## src/lcd_mode_defs.svh

```systemverilog
// register offsets, field positions and reset values of the panel mode bank
`ifndef LCD_MODE_DEFS_SVH
`define LCD_MODE_DEFS_SVH
`define REG_BASE_ADDR     17'h1ffe0
`define REG_BASE_TOP      12
`define ADDR_CHIP_ID      17'h1ffe0
`define ADDR_PANEL_MODE   17'h1ffe1
`define MODE_RESET        8'h00
`define BIT_CLASS         7
`define BIT_DUAL          6
`define BIT_COLOR         5
`define BIT_LINE_POL      4
`define BIT_FRAME_POL     3
`define BIT_SHIFT_MASK    2
`define BIT_WIDTH_HI      1
`define BIT_WIDTH_LO      0
`define ID_PRODUCT_W      6
`define ID_REVISION_W     2
`endif

```

## src/lcd_mode_pkg.sv

```systemverilog
// types shared by the panel mode bank
package lcd_mode_pkg;
  typedef enum logic [2:0] {
    FMT_MONO4, FMT_MONO8, FMT_MONO_DUAL8, FMT_COLOR4, FMT_COLOR8_F1,
    FMT_COLOR8_F2, FMT_COLOR_DUAL8, FMT_TFT9
  } panelFormat_t;
  typedef enum logic {
    BUS_IDLE, BUS_HOLD
  } busState_t;
endpackage : lcd_mode_pkg

```

## src/panel_format_decode.sv

```systemverilog
// decodes the mode register into a panel data format
`timescale 1ns/1ns
`include "lcd_mode_defs.svh"
module panel_format_decode
  import lcd_mode_pkg::*;
(
  input  wire logic [7:0] modeReg,
  output panelFormat_t    format,
  output logic            tft12
);
  logic       isTft;
  logic       isDual;
  logic       isColor;
  logic [1:0] width;
  always_comb begin
    isTft   = modeReg[`BIT_CLASS];
    isDual  = modeReg[`BIT_DUAL];
    isColor = modeReg[`BIT_COLOR];
    width   = {modeReg[`BIT_WIDTH_HI], modeReg[`BIT_WIDTH_LO]};
    tft12   = isTft & width[0];
    format  = FMT_MONO4;
    if (isTft) begin
      format = FMT_TFT9; // dual and colour ignored
    end else if (!isColor) begin
      // reserved width codes are decoded from width bit 0 alone
      if (isDual)
        format = FMT_MONO_DUAL8;
      else if (width[0])
        format = FMT_MONO8;
      else
        format = FMT_MONO4;
    end else begin
      if (isDual)
        format = FMT_COLOR_DUAL8;
      else begin
        case (width)
          2'h0:    format = FMT_COLOR4;
          2'h1:    format = FMT_COLOR8_F1;
          2'h3:    format = FMT_COLOR8_F2;
          default: format = FMT_COLOR4;
        endcase
      end
    end
  end
endmodule : panel_format_decode

```

## src/lcd_panel_mode_registers.sv

```systemverilog
// identification and panel mode registers with host access and panel controls
//
// Contract
// - every mode register bit clears to zero at reset; the identification register always reads its fixed code.
// - the identification register is read-only with product code in 7:2 and revision in 1:0.
// - mode bit 7 picks passive (0) or active-matrix (1) panels.
// - in active-matrix mode the dual and colour bits are ignored.
// - mode bit 6 picks single (0) or dual (1) panel drive.
// - mode bit 4 sets line pulse polarity in active-matrix mode only, 1 meaning active high.
// - mode bit 3 sets frame pulse polarity in active-matrix mode only, 1 meaning active high.
// - the shift pulse is suppressed in non-display time for colour passive panels or when bit 2 is set.
// - monochrome passive width codes select 4-bit, 8-bit or dual 8-bit interfaces.
// - colour passive width codes select 4-bit, 8-bit formats one and two, or dual 8-bit.
// - in active-matrix mode width bit 0 picks a 9-bit or 12-bit panel.
// - registers answer only with chip select low and address 1ffe0 to 1ffff.
`timescale 1ns/1ns
`include "lcd_mode_defs.svh"
module lcd_panel_mode_registers
  import lcd_mode_pkg::*;
#(
  parameter logic [5:0] PRODUCT_CODE  = 6'h15, // arbitrary
  parameter logic [1:0] REVISION_CODE = 2'h1   // arbitrary
)(
  input  wire logic        clk,
  input  wire logic        rst_n,
  input  wire logic        chipSelect_n,
  input  wire logic        readStrobe_n,
  input  wire logic        writeStrobe_n,
  input  wire logic [16:0] host_address_bus,
  input  wire logic [7:0]  writeData,
  output logic      [7:0]  readData,
  output logic             readDataEnable,
  input  wire logic        rawLinePulse,
  input  wire logic        rawFramePulse,
  input  wire logic        rawShiftPulse,
  input  wire logic        nonDisplay,
  output logic             line_pulse,
  output logic             frame_pulse,
  output logic             shift_pulse,
  output logic             panel_class_select,
  output logic             dualDrive,
  output logic             colorPanel,
  output logic             shift_pulse_mask,
  output panelFormat_t     panelFormat,
  output logic             tft12
);
  // two-flop synchronisers for the asynchronous host pins
  logic [19:0] pinMeta;
  logic [19:0] pinSync;
  logic [19:0] next_pinMeta;
  logic [19:0] next_pinSync;
  // data bus gets its own two flops so it lines up with the strobes
  logic [7:0]  dataMeta;
  logic [7:0]  dataSync;
  logic [7:0]  next_dataMeta;
  logic [7:0]  next_dataSync;
  logic [7:0]  modeReg;
  logic [7:0]  next_modeReg;
  logic [7:0]  readData_r;
  logic [7:0]  next_readData;
  logic        readEn_r;
  logic        next_readEn;
  busState_t   state;
  busState_t   next_state;
  logic        csSel;
  logic        rdSel;
  logic        wrSel;
  logic [16:0] addrSync;
  logic        inRange;
  logic [7:0]  idValue;
  logic        maskActive;
  // registers occupy the top 32 bytes of the address space
  localparam logic [16:0] REG_BASE = `REG_BASE_ADDR;

  always_comb begin
    next_pinMeta = {chipSelect_n, readStrobe_n, writeStrobe_n, host_address_bus};
    next_pinSync = pinMeta;
    next_dataMeta = writeData;
    next_dataSync = dataMeta;
  end
  always_ff @(posedge clk) begin
    if (!rst_n) begin
      pinMeta <= 20'hfffff;
      pinSync <= 20'hfffff;
      dataMeta <= 8'h00;
      dataSync <= 8'h00;
    end else begin
      pinMeta <= next_pinMeta;
      pinSync <= next_pinSync;
      dataMeta <= next_dataMeta;
      dataSync <= next_dataSync;
    end
  end

  always_comb begin
    csSel    = ~pinSync[19];
    rdSel    = ~pinSync[18];
    wrSel    = ~pinSync[17];
    addrSync = pinSync[16:0];
    inRange  = csSel && (addrSync[16:5] == REG_BASE[16:5]);
    idValue  = {PRODUCT_CODE, REVISION_CODE};
  end

  // one access per strobe assertion; hold until strobes release
  always_comb begin
    next_state    = state;
    next_modeReg  = modeReg;
    next_readData = readData_r;
    next_readEn   = readEn_r;
    case (state)
      BUS_IDLE: begin
        next_readEn = 1'b0;
        if (inRange && wrSel) begin
          if (addrSync == `ADDR_PANEL_MODE)
            next_modeReg = dataSync;
          next_state = BUS_HOLD;
        end else if (inRange && rdSel) begin
          if (addrSync == `ADDR_CHIP_ID)
            next_readData = idValue;
          else if (addrSync == `ADDR_PANEL_MODE)
            next_readData = modeReg;
          else
            next_readData = 8'h00;
          next_readEn = 1'b1;
          next_state  = BUS_HOLD;
        end
      end
      BUS_HOLD: begin
        if (!(csSel && (rdSel || wrSel))) begin
          next_state  = BUS_IDLE;
          next_readEn = 1'b0;
        end
      end
      default: next_state = BUS_IDLE;
    endcase
  end
  always_ff @(posedge clk) begin
    if (!rst_n) begin
      state      <= BUS_IDLE;
      modeReg    <= `MODE_RESET;
      readData_r <= 8'h00;
      readEn_r   <= 1'b0;
    end else begin
      state      <= next_state;
      modeReg    <= next_modeReg;
      readData_r <= next_readData;
      readEn_r   <= next_readEn;
    end
  end

  panel_format_decode u_decode (
    .modeReg (modeReg),
    .format  (panelFormat),
    .tft12   (tft12)
  );

  always_comb begin
    readData           = readData_r;
    readDataEnable     = readEn_r;
    panel_class_select = modeReg[`BIT_CLASS];
    dualDrive          = ~modeReg[`BIT_CLASS] & modeReg[`BIT_DUAL];
    colorPanel         = ~modeReg[`BIT_CLASS] & modeReg[`BIT_COLOR];
    shift_pulse_mask   = modeReg[`BIT_SHIFT_MASK];
    maskActive         = colorPanel | modeReg[`BIT_SHIFT_MASK];
    // raw pulses are active high; active-matrix low polarity inverts
    line_pulse  = panel_class_select ? (rawLinePulse ~^ modeReg[`BIT_LINE_POL]) : rawLinePulse;
    frame_pulse = panel_class_select ? (rawFramePulse ~^ modeReg[`BIT_FRAME_POL]) : rawFramePulse;
    shift_pulse = rawShiftPulse & ~(maskActive & nonDisplay);
  end

  id_readonly_a: assert property (@(posedge clk) disable iff (!rst_n)
    readEn_r && $rose(readEn_r) && $past(addrSync) == `ADDR_CHIP_ID |-> readData == {PRODUCT_CODE, REVISION_CODE})
    else $error("id read wrong");
  ro_write_a: assert property (@(posedge clk) disable iff (!rst_n)
    (state == BUS_IDLE && inRange && wrSel && addrSync != `ADDR_PANEL_MODE) |=> $stable(modeReg))
    else $error("read-only register written");
  mode_reset_a: assert property (@(posedge clk) !rst_n |=> modeReg == `MODE_RESET)
    else $error("mode not cleared");
  out_range_a: assert property (@(posedge clk) disable iff (!rst_n)
    (state == BUS_IDLE && !inRange) |=> $stable(modeReg))
    else $error("write outside range");
  no_answer_a: assert property (@(posedge clk) disable iff (!rst_n)
    (state == BUS_IDLE && !inRange) |=> !readEn_r)
    else $error("answer outside range");
  mode_write_a: assert property (@(posedge clk) disable iff (!rst_n)
    (state == BUS_IDLE && inRange && wrSel && addrSync == `ADDR_PANEL_MODE) |=> modeReg == $past(dataSync))
    else $error("mode write lost");
  tft_ignore_a: assert property (@(posedge clk) disable iff (!rst_n)
    panel_class_select |-> !dualDrive && !colorPanel)
    else $error("tft not ignoring");
  passive_pol_a: assert property (@(posedge clk) disable iff (!rst_n)
    !panel_class_select |-> line_pulse == rawLinePulse && frame_pulse == rawFramePulse)
    else $error("passive polarity");
  line_pol_a: assert property (@(posedge clk) disable iff (!rst_n)
    panel_class_select && !modeReg[`BIT_LINE_POL] |-> line_pulse == !rawLinePulse)
    else $error("line polarity");
  frame_pol_a: assert property (@(posedge clk) disable iff (!rst_n)
    panel_class_select && !modeReg[`BIT_FRAME_POL] |-> frame_pulse == !rawFramePulse)
    else $error("frame polarity");
  shift_mask_a: assert property (@(posedge clk) disable iff (!rst_n)
    nonDisplay && (modeReg[`BIT_SHIFT_MASK] || (modeReg[`BIT_COLOR] && !modeReg[`BIT_CLASS])) |-> !shift_pulse)
    else $error("shift not masked");
  tft_width_a: assert property (@(posedge clk) disable iff (!rst_n)
    modeReg[`BIT_CLASS] |-> panelFormat == FMT_TFT9 && tft12 == modeReg[`BIT_WIDTH_LO])
    else $error("tft width");
  class_bit_a: assert property (@(posedge clk) disable iff (!rst_n)
    panel_class_select == modeReg[`BIT_CLASS])
    else $error("class select");
  mono_width_a: assert property (@(posedge clk) disable iff (!rst_n)
    !modeReg[`BIT_CLASS] && !modeReg[`BIT_DUAL] && !modeReg[`BIT_COLOR]
    && !modeReg[`BIT_WIDTH_HI] && modeReg[`BIT_WIDTH_LO]
    |-> panelFormat == FMT_MONO8)
    else $error("mono width");
  color_width_a: assert property (@(posedge clk) disable iff (!rst_n)
    !modeReg[`BIT_CLASS] && !modeReg[`BIT_DUAL] && modeReg[`BIT_COLOR]
    && modeReg[`BIT_WIDTH_HI] && modeReg[`BIT_WIDTH_LO]
    |-> panelFormat == FMT_COLOR8_F2)
    else $error("color width");
  dual_drive_a: assert property (@(posedge clk) disable iff (!rst_n)
    !modeReg[`BIT_CLASS] |-> dualDrive == modeReg[`BIT_DUAL])
    else $error("dual drive");
endmodule : lcd_panel_mode_registers

```

## config.mk

```make
export PLATFORM = sky130hd
export DESIGN_NAME = lcd_panel_mode_registers
export DESIGN_NICKNAME = d
export VERILOG_FILES = /design/src/lcd_mode_pkg.sv /design/src/panel_format_decode.sv /design/src/lcd_panel_mode_registers.sv
export VERILOG_INCLUDE_DIRS = /design/src
export SDC_FILE = /design/constraint.sdc
export NUM_CORES = 1
export LEC_CHECK = 0
export ABC_AREA = 1
export BUFFER_PORTS_ARGS = -buffer_cell sky130_fd_sc_hd__buf_2
export CAP_MARGIN = 20
export CORE_MARGIN = 4
export CORE_UTILIZATION = 40
export CTS_CLUSTER_DIAMETER = 200
export DETAILED_ROUTE_END_ITERATION = 16
export MAX_ROUTING_LAYER = met4
export PLACE_DENSITY = 0.75
export REMOVE_ABC_BUFFERS = 1
export SLEW_MARGIN = 15
export SYNTH_ARGS = -nofsm -noshare
export SYNTH_HDL_FRONTEND = slang
export SYNTH_SLANG_ARGS = --single-unit
```

## constraint.sdc

```tcl
create_clock -name clk -period 1.1 [get_ports clk]
set_input_delay 0.33 -clock clk [delete_from_list [all_inputs] [get_ports clk]]
set_output_delay 0.33 -clock clk [all_outputs]
set_load 0.02 [all_outputs]
```

==> flow_summary_export.csv <==
group,metric,value,unit
clock_tree,clk_latency,0.35,ns
critical_path,crit_arrival,1.21,ns
detailed_routing,via_count,2177,
critical_path,crit_path_end_kind,"primary output",
die,chipWidth,89.3,microns
die,fp.coreArea,6390,sq um
sta,hold_viol_final,0,
sta,maxSlewViolCount,0,
synth,synth-seq-cells,74,
placement,place_area,3090,sq um
global_route,grt_max_degree,42,
synth,synth_area_leaders,"dfxtp_1, nand2_1, or2_2",
sta,period_minus_slack,1.54,ns
critical_path,r2r_slack,-0.27,ns
placement,dp_hpwl,3290,microns
clock_tree,cts_htree_levels,3,
synth,syn-cell-area,2650,sq um
placement,port_buffers,53,
die,rows,29,
worst_hold_path,hold_path.startpoint,"host_address_bus[9]",
critical_path,timing.rr.end,"modeReg[4]",
critical_path,r2r_cells,8,
global_route,grt_pass1_wl,8960,microns
detailed_routing,vias_per_cell,4.44,
synth,yosysWarnings,0,
worst_hold_path,whs_path_depth,2,
outcome,status,"finished, violations left",
sta,grt_setup_unrepaired,"yes",
detailed_routing,drt_iter0_markers,102,
power,power.density,1390,nW/um^2
synth,yosysSeqAreaShare,0.560,
sta,max_freq,650,MHz
global_route,track_usage,0.153,
critical_path,cp-start-kind,"register",
synth,ys_types,22,
detailed_routing,dr.pass1.iters,4,
worst_hold_path,hp-class,"in2reg",
power,ir_worst_vdd,0.874,mV
synth,post_synth.cell_area_avg,8.06,sq um
sta,tightest_slew,0.298,ns
die,dieArea,7980,sq um
global_route,overflow,0,
sta,slew_headroom,0.801,
final_layout,syn2layout_area_growth,42.5,%
clock_tree,cts_buffers,9,
synth,synth_top_area_cell,"dfxtp_1",
synth,synthCells,328,
worst_hold_path,min_to,"next_pinSync[9]",
power,leakage,1.92,nW
final_layout,nets,443,
final_layout,antenna_cells,0,
outcome,failed_checks,"setup timing",
sta,finalClockSkew,0.00992,ns
clock_tree,clk_pin_slew_worst_paths,0.08,ns
critical_path,rr_startpoint,"pinSync[11]",
die,ios,54,
sta,fin_crit_sh,1.40,
critical_path,crit_fanout,6,
placement,place.gp.congestion,0.848,
final_layout,final_area,3770,sq um
placement,place_ws,-0.266,ns
clock_tree,root_buffer,"clkbuf_8",
power,p_total,5.25,mW
die,die_h,89.3,microns
clock_tree,cts_max_path_buffers,2,
detailed_routing,drc_errors,0,
global_route,grt_pass1_vias,1984,
clock_tree,cts_tree,"yes",
run,maxCapViolCount,0,
global_route,antenna_found_initial,0,
detailed_routing,ant_nets,0,
sta,setup_violations,38,
final_layout,layout-drive-gt1-share,0.540,
clock_tree,clock_sinks,74,
detailed_routing,wl_per_cell,12.0,microns
critical_path,path_class,"reg2out",
critical_path,worstPathRequired,0.77,ns
sta,fin_ws,-0.439,ns
die,initial_utilization,0.414,
final_layout,utilization,0.590,
detailed_routing,wirelength,5890,microns
synth,synth.top_cell.area_share,0.560,
[metal layers]
metal,global-route usage,routed length [microns]
met3,0.0479,295
met2,0.244,3030
met4,0.0812,165
met5,-,0
met1,0.170,2410
[state kept, by name, summed over array words and instances, names as in the netlist]
register and flops:
dataMeta 8, dataSync 8, modeReg 8, next_pinSync 20, pinSync 20, readData 8
readDataEnable 1, state 1
[power by group]
part           switching, mW  total (mW)  internal, mW
Combinational          0.178       0.337         0.160
Sequential            0.0365        2.81          2.77
Clock                  0.993        2.10          1.11
[cells in the mapped netlist]
| master | n |
|---|---|
| a21boi_0 | 1 |
| dfxtp_1 | 74 |
| or2_1 | 1 |
| o211ai_1 | 1 |
| inv_1 | 49 |
| or2_2 | 40 |
| buf_6 | 3 |
| nor3_1 | 1 |
| nand3_1 | 6 |
| nand2_1 | 83 |
| buf_1 | 1 |
| o21ai_0 | 3 |
| a21oi_1 | 4 |
| nor2_2 | 6 |
| nand4_1 | 3 |
| xor2_1 | 2 |
| nand2_2 | 2 |
| buf_2 | 1 |
| nor2_1 | 39 |
| nand4_2 | 1 |
| nand3_2 | 2 |
| clkbuf_1 | 5 |
[logic make-up (layout without fill, tap and decap cells)]
group           after synthesis  after routing  synth area share
simple gates                184            186             0.322
flops                        74             74             0.560
buf+inv                      59            142            0.0927
compound gates                9              9            0.0189
xor+xnor                      2              2           0.00662
[worst max-delay path by stage]
| stage | from | end | slack, ns | cells past startpoint |
|---|---|---|---|---|
| global route | modeReg[7] | panelFormat[0] | -0.48 | 4 |
| finish | modeReg[7] | panelFormat[0] | -0.44 | 4 |
| floorplan | modeReg[7] | shift_pulse | -0.42 | 2 |
| detailed placement | pinSync[9] | readData[3] | -0.27 | 8 |
| CTS | modeReg[5] | panelFormat[0] | -0.41 | 4 |
| global placement | pinSync[9] | readData[3] | -0.23 | 8 |
[final cells by class]
class                   instances  area, sq um
repair buffers                 78          592
multi-input cells             197         1170
inverters                      49          189
flip-flops and latches         74         1520
well taps                      77         96.3
fillers                       518         2620
clock inverters                 5         62.6
clock buffers                  10          138
[metrics by stage]
step	cells	setup TNS [ns]	hold WS, ns
global placement	466	-3.94	0.394
finish	490	-7.47	0.164
CTS	484	-6.16	0.148
floorplan	318	-1.94	0.386
global route	490	-9.73	0.144
detailed placement	466	-4.70	0.396
[critical path, cell delays in order, from the launching register on]
cell	delay (ns)
dfxtp_4	0.41
buf_6	0.13
a21oi_2	0.04
a21oi_2	0.15
buf_6	0.14
[layout by cell type (no fill, tap or decap), types with 2 or more instances in the layout]
cell type,count
nand2_1,60
dfxtp_1,47
inv_1,45
or2_2,40
buf_2,34
nor2_1,27
nand2_2,24
dfxtp_2,24
buf_4,22
buf_6,21
nor2_4,11
clkbuf_8,10
nor2_2,7
nand3_4,5
a21oi_2,4
inv_2,3
nand4_1,3
dfxtp_4,3
inv_6,2
o21ai_2,2
xor2_1,2
nand3_2,2
nand2_4,2
nand3_1,2
clkinvlp_4,2
[timing repair]
item | CTS | global route
endpoints found under the setup margin | 37 | 38
hold buffers | 0 | 0
cloned | 2 | 0
setup buffers | 1 | 7
gates resized for setup | 102 | 45
pin swaps | 25 | 41
Power figures use the tool's default switching activity.
